### config.mk
export PLATFORM = sky130hd
export DESIGN_NAME = i2c_wiper_position_register
export DESIGN_NICKNAME = d
export VERILOG_FILES = /design/src/tap_decoder.v /design/src/i2c_wiper_position_register.v
export VERILOG_INCLUDE_DIRS = /design/src /design/src/src
export SDC_FILE = /design/constraint.sdc
export NUM_CORES = 1
export LEC_CHECK = 0
export BUFFER_PORTS_ARGS = -buffer_cell sky130_fd_sc_hd__buf_2
export CAP_MARGIN = 20
export CORE_UTILIZATION = 48
export DETAILED_ROUTE_END_ITERATION = 12
export PLACE_DENSITY = 0.82
export SLEW_MARGIN = 20
export SYNTH_ARGS = -nofsm -noshare
export SYNTH_HDL_FRONTEND = slang
export SYNTH_SLANG_ARGS = --single-unit
### constraint.sdc
create_clock -name clk -period 3.41 [get_ports clk]
set_clock_uncertainty 0.05 [all_clocks]
set_input_delay 0.1705 -clock clk [delete_from_list [all_inputs] [get_ports clk]]
set_output_delay 0.1705 -clock clk [all_outputs]
set_load 0.1 [all_outputs]
### src/wiper_defines.vh
`ifndef WIPER_DEFINES_VH
`define WIPER_DEFINES_VH
// ****************************************
// Register map and reset values
// ****************************************
`define WIPER_REG_OFFSET 8'h00
`define WIPER_RESET 7'h40
`define WIPER_WIDTH 7
`define WIPER_TAPS 128
// Device type identifier, value is arbitrary
`define DEVICE_ID 7'h2A
// ****************************************
// Byte field positions
// ****************************************
`define DIR_BIT 0
`define ID_MSB 7
`define ID_LSB 1
`define DATA_DISCARD_BIT 7
`endif

### src/tap_decoder.v
`timescale 1ns/10ps
`default_nettype none
`include "wiper_defines.vh"
module tap_decoder (
	// Position code
	input wire [6:0] position,
	// One-of-128 tap select
	output wire [127:0] tap_select
);
	genvar i;
	generate
		for (i = 0; i < `WIPER_TAPS; i = i + 1) begin : g_tap
			assign tap_select[i] = ({25'h000_0000, position} == i);
		end
	endgenerate
endmodule
`default_nettype wire

### src/i2c_wiper_position_register.v
// Behaviour
// - Hold a 7-bit position and decode it to one of 128 tap switches.
// - Position resets to mid-scale 40h and is not retained.
// - Drop the top bit of written data; reads return it as zero first.
// - Write is address, index 00h, data; all three bytes acknowledged.
// - After the third write byte the position updates and taps follow.
// - Read is address write, index 00h, repeated start, address read.
// - Acknowledge the three received bytes, then drive the position byte.
// - Codes map linearly, code 0 one end, code 127 the other.
// - Last address bit is direction: one reads, zero writes.
// - Answer only a matching identifier; otherwise stay off the bus.
// - On master no-acknowledge stop driving and wait for stop.
`timescale 1ns/10ps
`default_nettype none
`include "wiper_defines.vh"
module i2c_wiper_position_register (
	// Clock, reset, enable
	input wire clk,
	input wire nrst,
	input wire clk_en,
	// I2C pins
	input wire scl_in,
	input wire sda_in,
	output wire sda_out,
	output wire sda_oe_n,
	// Analog array
	output wire [127:0] tap_select,
	output reg [6:0] wiper_position_register
);
	// ****************************************
	// States
	// ****************************************
	localparam [5:0] S_IDLE = 6'b000001;
	localparam [5:0] S_RECV = 6'b000010;
	localparam [5:0] S_ACK = 6'b000100;
	localparam [5:0] S_SEND = 6'b001000;
	localparam [5:0] S_MACK = 6'b010000;
	localparam [5:0] S_WAIT = 6'b100000;

	// ****************************************
	// Pin synchronisers
	// ****************************************
	reg scl_s1_r, scl_s2_r, scl_d_r;
	reg sda_s1_r, sda_s2_r, sda_d_r;
	always @(posedge clk or negedge nrst) begin
		if (!nrst) begin
			scl_s1_r <= 1'b1;
			scl_s2_r <= 1'b1;
			scl_d_r <= 1'b1;
			sda_s1_r <= 1'b1;
			sda_s2_r <= 1'b1;
			sda_d_r <= 1'b1;
		end else if (clk_en) begin
			scl_s1_r <= scl_in;
			scl_s2_r <= scl_s1_r;
			scl_d_r <= scl_s2_r;
			sda_s1_r <= sda_in;
			sda_s2_r <= sda_s1_r;
			sda_d_r <= sda_s2_r;
		end
	end
	wire scl_rise = scl_s2_r & ~scl_d_r;
	wire scl_fall = ~scl_s2_r & scl_d_r;
	wire start_det = scl_s2_r & scl_d_r & sda_d_r & ~sda_s2_r;
	wire stop_det = scl_s2_r & scl_d_r & ~sda_d_r & sda_s2_r;

	// ****************************************
	// Protocol engine
	// ****************************************
	reg [5:0] state_r, state_nxt;
	reg [7:0] shift_r, shift_nxt;
	reg [3:0] bit_cnt_r, bit_cnt_nxt;
	// Byte index within frame: 0 address, 1 index, 2 data
	reg [1:0] byte_idx_r, byte_idx_nxt;
	reg ack_ok_r, ack_ok_nxt;
	reg reading_r, reading_nxt;
	reg index_ok_r, index_ok_nxt;
	reg drive_low_r, drive_low_nxt;
	reg [6:0] wiper_nxt;

	always @* begin
		state_nxt = state_r;
		shift_nxt = shift_r;
		bit_cnt_nxt = bit_cnt_r;
		byte_idx_nxt = byte_idx_r;
		ack_ok_nxt = ack_ok_r;
		reading_nxt = reading_r;
		index_ok_nxt = index_ok_r;
		drive_low_nxt = drive_low_r;
		wiper_nxt = wiper_position_register;
		if (stop_det) begin
			state_nxt = S_IDLE;
			drive_low_nxt = 1'b0;
		end else if (start_det) begin
			// Repeated start keeps the index state for the read
			state_nxt = S_RECV;
			bit_cnt_nxt = 4'd0;
			byte_idx_nxt = 2'd0;
			drive_low_nxt = 1'b0;
		end else begin
			case (state_r)
				S_IDLE: begin
					index_ok_nxt = 1'b0;
				end
				S_RECV: begin
					if (scl_rise) begin
						shift_nxt = {shift_r[6:0], sda_s2_r};
						bit_cnt_nxt = bit_cnt_r + 4'd1;
					end else if (scl_fall && bit_cnt_r == 4'd8) begin
						ack_ok_nxt = 1'b0;
						reading_nxt = 1'b0;
						case (byte_idx_r)
							2'd0: begin
								if (shift_r[`ID_MSB:`ID_LSB] == `DEVICE_ID) begin
									ack_ok_nxt = 1'b1;
									reading_nxt = shift_r[`DIR_BIT];
								end
							end
							2'd1: begin
								ack_ok_nxt = (shift_r == `WIPER_REG_OFFSET);
								index_ok_nxt = (shift_r == `WIPER_REG_OFFSET);
							end
							default: begin
								ack_ok_nxt = index_ok_r;
								if (index_ok_r) begin
									wiper_nxt = shift_r[6:0];
								end
							end
						endcase
						state_nxt = S_ACK;
						drive_low_nxt = 1'b1;
						if (byte_idx_r == 2'd0 && shift_r[`ID_MSB:`ID_LSB] != `DEVICE_ID) begin
							drive_low_nxt = 1'b0;
						end
						if (byte_idx_r == 2'd1 && shift_r != `WIPER_REG_OFFSET) begin
							drive_low_nxt = 1'b0;
						end
						if (byte_idx_r == 2'd2 && !index_ok_r) begin
							drive_low_nxt = 1'b0;
						end
					end
				end
				S_ACK: begin
					if (scl_fall) begin
						bit_cnt_nxt = 4'd0;
						if (!ack_ok_r) begin
							state_nxt = S_WAIT;
							drive_low_nxt = 1'b0;
						end else if (reading_r && byte_idx_r == 2'd0) begin
							state_nxt = S_SEND;
							shift_nxt = {1'b0, wiper_position_register};
							drive_low_nxt = 1'b1;
						end else begin
							state_nxt = (byte_idx_r == 2'd2) ? S_WAIT : S_RECV;
							byte_idx_nxt = byte_idx_r + 2'd1;
							drive_low_nxt = 1'b0;
						end
					end
				end
				S_SEND: begin
					if (bit_cnt_r == 4'd0) begin
						drive_low_nxt = ~shift_r[7];
					end
					if (scl_fall) begin
						bit_cnt_nxt = bit_cnt_r + 4'd1;
						shift_nxt = {shift_r[6:0], 1'b0};
						drive_low_nxt = ~shift_r[6];
						if (bit_cnt_r == 4'd7) begin
							state_nxt = S_MACK;
							drive_low_nxt = 1'b0;
						end
					end
				end
				S_MACK: begin
					if (scl_rise && sda_s2_r) begin
						state_nxt = S_WAIT;
					end else if (scl_fall) begin
						// Acknowledged: restart only after the slot clock falls,
						// else that fall would be counted as the first data bit
						state_nxt = S_SEND;
						bit_cnt_nxt = 4'd0;
						shift_nxt = {1'b0, wiper_position_register};
						drive_low_nxt = 1'b1;
					end
				end
				S_WAIT: begin
					drive_low_nxt = 1'b0;
				end
				default: begin
					state_nxt = S_IDLE;
					drive_low_nxt = 1'b0;
				end
			endcase
		end
	end

	always @(posedge clk or negedge nrst) begin
		if (!nrst) begin
			state_r <= S_IDLE;
			shift_r <= 8'h00;
			bit_cnt_r <= 4'd0;
			byte_idx_r <= 2'd0;
			ack_ok_r <= 1'b0;
			reading_r <= 1'b0;
			index_ok_r <= 1'b0;
			drive_low_r <= 1'b0;
			wiper_position_register <= `WIPER_RESET;
		end else if (clk_en) begin
			state_r <= state_nxt;
			shift_r <= shift_nxt;
			bit_cnt_r <= bit_cnt_nxt;
			byte_idx_r <= byte_idx_nxt;
			ack_ok_r <= ack_ok_nxt;
			reading_r <= reading_nxt;
			index_ok_r <= index_ok_nxt;
			drive_low_r <= drive_low_nxt;
			wiper_position_register <= wiper_nxt;
		end
	end

	// Open drain: only ever pull low
	assign sda_out = 1'b0;
	assign sda_oe_n = ~drive_low_r;

	tap_decoder u_tap_decoder (
		.position(wiper_position_register),
		.tap_select(tap_select)
	);
endmodule
`default_nettype wire

# Word-level counts from Yosys, hierarchy flattened
# Cells that the tools add are included.
# W data, S select, Z words.
# totals
in_bits	5
rom_bits	0
latch_bits	0
register_bits	37
out_inout_bits	137
wordCells	283
mem_bits_rw	0
memories	0
# classes
n_shift	0
order_cmp	0
mul	0
addsub	2
bitwise_logic	18
div	0
n_eq_ne	164
mux	56
n_reduce_logical	28
# ops
cell	n
$eq A7 B7 Y1 const B	64
$eq A7 B6 Y1 const B	33
$eq A7 B5 Y1 const B	16
$mux W6	12
$eq A7 B4 Y1 const B	8
$mux W8	7
$pmux W8 S4	1
$pmux W6 S5	1
$eq A7 B3 Y1 const B	4
$ne A4 B4 Y1 const B	7
$reduce_and A8 Y1	3
$ne A2 B2 Y1 const B	11
$mux W1	21
$mux W4	5
$reduce_and A6 Y1	3
$pmux W4 S4	1
$eq A7 B2 Y1 const B	2
$ne A3 B3 Y1 const B	4
$not A1 Y1	11
$reduce_and A11 Y1	1
$mux W2	5
$ne A5 B5 Y1 const B	2
$logic_not A8 Y1	1
$reduce_bool A2 Y1	4
other kinds (28)	41

# Logic depth before layout (Yosys ltp)
# depth
depth_word	10
depth_mapped	8
depth_no_buf	8

# Modules after synthesis
# A second synthesis with hierarchy kept.
# unflattened
hier_cells	399
area_unflattened_um2	3168.0
# by_module_without_submodules
module	area_each_um2	instances	cells_each	seq_area_each_um2
i2c_wiper_position_register	2262.2	1	217	935.9
tap_decoder	905.9	1	182	0.0

# Worst setup path after synthesis
# OpenSTA, ideal clock, no wires.
# synth_path
path_type	register to output
startpoint	reg wiper_position_register[4]
endpoint	out tap_select[16]
required_ns	3.189
path_stages_with_launch	6
path_slack_ns	-0.103
t_arrival_ns	3.293
n_path_buf	3
path_cell_list	dfrtp_1 > clkbuf_1 > or3b_2 > clkbuf_1 > clkbuf_1 > nor2_1
# synth_between
elab_chain_len	1
# synth_rtl
element	line	source
from (decl)	i2c_wiper_position_register.v:28	output reg [6:0] wiper_position_register
from (signal assigned)	i2c_wiper_position_register.v:207	wiper_position_register <= `WIPER_RESET;
from (signal assigned)	i2c_wiper_position_register.v:217	wiper_position_register <= wiper_nxt;
$eq A7 B5 Y1	tap_decoder.v:13	assign tap_select[i] = ({25'h000_0000, position} == i);
to (decl)	i2c_wiper_position_register.v:27	output wire [127:0] tap_select,
# Every way passes these cells.

# Worst setup path in the final report
# layout_path
startpoint	reg state_r[4]
endpoint	reg shift_r[3]
# layout_between
elab_chain_len	3
elab_cells_between_ends	14
cone_classes	eq/ne (11); mux (1); reduce/logical (2)
# layout_rtl
element	line	source
from (decl)	i2c_wiper_position_register.v:70	reg [5:0] state_r, state_nxt;
from (signal assigned)	i2c_wiper_position_register.v:209	state_r <= state_nxt;
$eq A6 B5 Y1 (tied with other cells)	i2c_wiper_position_register.v:101	case (state_r)
$reduce_bool A4 Y1 (no source line) / $ne A2 B2 Y1 (equally long branches)	-	
$reduce_and A11 Y1 (no source line)	-	
to (signal assigned)	i2c_wiper_position_register.v:210	shift_r <= shift_nxt;
to (decl)	i2c_wiper_position_register.v:71	reg [7:0] shift_r, shift_nxt;
# Parallel ways exist; a longest one is shown, timed or not.
# A chain may end at the register's enable or synchronous reset.

==> results.cfg <==
[logic_synthesis]
synth.most_common_cell = nor2_1
synth_area_leader_cell = dfrtp_1
synth_nets = 435
synth_enable_flop_cells = 0
async_reset_ff_frac = 1.00
yosys-top-cells-count = nor2_1 (154), nand2_1 (40), dfrtp_1 (29)
avgSynthCellArea_um2 = 7.24
synth_top_area_frac = 0.237
syn_inst = 424
ys_ff_latch = 37
ys.flop_type = dfrtp_1
yosys_warnings = 0
syn_area_um2 = 3070
yosysSeqAreaShare = 0.305
synth.area.top_cells = dfrtp_1 (24%), nor2_1 (19%), dfstp_2 (6.9%)
ys_types = 56

[finish]
final_layout_size_suffix_gt1_frac = 0.363
fin_nets = 552
insertedDiodeCount = 0
utilization = 0.634
syn_to_final_growth_pct = 24.5
final_cells = 617

[clock_network]
postCtsSetupBuffers = 0
clock_latency_ns = 0.28
h-tree-depth = 2
clk_pin_slew_ns = 0.08
cts_buffers = 5
root_buffer = clkbuf_8
tritoncts = done
clkSinkCount = 37
cts_buffer_depth = 2

[worst_setup_path]
worstPathCellList = or4b_1 -> nor3_1 -> nand2_1 -> a221oi_4 -> nor2_1 -> a31oi_1
startpoint = state_r[4]$_DFFE_PN0P_
critPathSlowestCell = a221oi_4
critPathTopFamily = simple AND/OR/NAND/NOR gates
arrival_ns = 2.84
required_ns = 3.56
end_kind = flop
max_stage_delay_ns = 0.68
criticalPathCategory = reg -> reg
crit_buf_inv = 0
reg2reg_slack_ns = 0.72
r2r-end = shift_r[3]$_DFFE_PN0P_
path_max_fanout = 16
reg2reg_from = state_r[4]$_DFFE_PN0P_
critical_path.startpoint_type = flop
r2r_cells = 6

[grt]
grt_pass1_vias = 2797
grt_usage = 0.274
grt_max_degree = 38
grt_first_pass_wirelength_mm = 14.1
antenna_found_initial = 0
overflow = 0

[floorplan]
row_count = 28
initial_core_util = 0.509
dieArea_um2 = 6710
die_h_um = 81.9
ioPinCount = 142
core_area_um2 = 6030
dieWidth_um = 81.9

[worst_hold_path]
hold_path.startpoint = scl_in
min_path_type = in -> reg
whs_endpoint = scl_s1_r$_DFFE_PN1P_
holdPathStages = 2

[detailed_routing]
antenna_left = 0
routed_wl_mm = 9.55
drtIter0Drc = 195
num_vias = 3419
firstDrtPassIters = 5
drc = 0
wl_per_cell_um = 15.5
viasPerCell = 5.54

[timing]
grt_setup_unrepaired = false
max_freq_ghz = 0.372
layout_min_cycle_time_ns = 2.69
slew_violations = 0
worst_pin_slew_ns = 0.823
finalSetupViolCount = 0
finalCritPeriodShare = 0.788
slew_headroom = 0.451
final_hold_viol_count = 0

[status]
status = complete, no violations

[placement]
place.gp.congestion = 1.00
dpl.cell_count = 608
hpwl_mm = 7.33
port_buffers = 140

[pwr]
swShare = 0.292
switchingPower_mw = 0.284
power.internal_mw = 0.687
p_comb_frac = 0.172
vdd_ir_drop_max_mv = 0.201
pwr-share-clk = 0.298
power_density_nw_per_um2 = 254
power.leakage_nw = 1.96
seqPwrFrac = 0.530

[flow_run]
cap_violations = 0
-- per-layer routing --
layer	GRT usage	vias to the layer above	wire length, um
met2	0.460	138	4780
met1	0.368	1631	4200
met4	0.0579	0	93
li1	-	1638	-
met3	0.0456	12	480
met5	0	-	0
-- metrics by stage --
stage | total power [mW] | worst slack [ns] | hold WS (ns) | setup TNS [ns] | instance area [um2]
6_report | 0.970 | 0.724 | 0.0757 | 0 | 3820
5_1_grt | 1.03 | 0.476 | 0.0722 | 0 | 3820
4_1_cts | 0.980 | 0.767 | 0.0657 | 0 | 3820
3_5_place_dp | 0.688 | 0.774 | 0.261 | 0 | 3730
3_3_place_gp | 0.681 | 0.864 | 0.251 | 0 | 3730
2_1_floorplan | 0.645 | -0.103 | -0.175 | -1.43 | 3080
-- cell usage in the layout, fill, tap and decap left out, drive strengths merged, types with 2 or more instances in the layout --
cell	synthesis	final
o21ai	19	19
nand2b	3	3
clkinv	0	2
inv	13	13
nand4	3	3
nand3b	5	5
ha	6	6
nor3	6	6
o221ai	3	3
nor3b	2	2
nand3	20	20
nand4b	2	2
nor2	156	156
o211ai	4	4
or3	4	4
o31ai	2	2
xor2	5	5
nor4	2	2
nor2b	7	7
mux2	20	20
a31oi	7	7
a32oi	2	2
a21oi	7	7
dfrtp	29	29
buf	9	140
nand2	40	40
dfstp	8	8
clkbuf	22	6
or3b	4	4
-- worst max-delay path by stage --
stage	cells past startpoint	end
final	6	shift_r[3]$_DFFE_PN0P_
after global routing	6	shift_r[3]$_DFFE_PN0P_
after CTS	6	shift_r[3]$_DFFE_PN0P_
after detailed placement	6	shift_r[3]$_DFFE_PN0P_
after global placement	5	shift_r[6]$_DFFE_PN0P_
after floorplan	5	tap_select[16]
-- final cells by class --
cell class              count  area (um2)
clock inverters             2        10.0
inverters                  13        48.8
well taps                  75        93.8
fillers                   537        2210
multi-input cells         343        1950
flip-flops and latches     37         936
clock buffers               6        72.6
repair buffers            141         711
-- worst reg2reg max path: stages, from the launching register on --
cell	delay, ns
dfrtp_1	0.50
or4b_1	0.56
nor3_1	0.36
nand2_1	0.17
a221oi_4	0.68
nor2_1	0.10
a31oi_1	0.19
-- power groups by stage --
| stage | combinational, mW | clock (mW) | sequential, mW |
|---|---|---|---|
| after detailed placement | 0.166 | 0 | 0.522 |
| after global placement | 0.162 | 0 | 0.519 |
| after floorplan | 0.150 | 0 | 0.495 |
| final | 0.167 | 0.289 | 0.515 |
| after global routing | 0.187 | 0.319 | 0.519 |
| after CTS | 0.167 | 0.299 | 0.514 |
-- state kept, by name, indices dropped and copies added (netlist names) --
register,flops
sda_s2_r,1
index_ok_r,1
sda_s1_r,1
scl_d_r,1
wiper_position_register,7
drive_low_r,1
bit_cnt_r,4
scl_s2_r,1
state_r,6
byte_idx_r,2
shift_r,8
ack_ok_r,1
sda_d_r,1
reading_r,1
scl_s1_r,1
-- what timing repair did --
item	CTS	global route
hold buffers	1	0
endpoints found under the setup margin	0	0
resized for setup	0	0
hold endpoints to repair	29	0
-- logic make-up after synthesis --
logic type | count (synthesis) | share of synthesized area
and+or+nand+nor | 259 | 0.389
xor gates and xnor gates | 5 | 0.0143
buffers and inverters | 44 | 0.0648
other | 1 | 0.00122
adders and majority gates | 6 | 0.0245
muxes | 20 | 0.0832
DFF | 37 | 0.305
AOI/OAI and AO/OA | 52 | 0.118
Power figures use the tool's default switching activity.
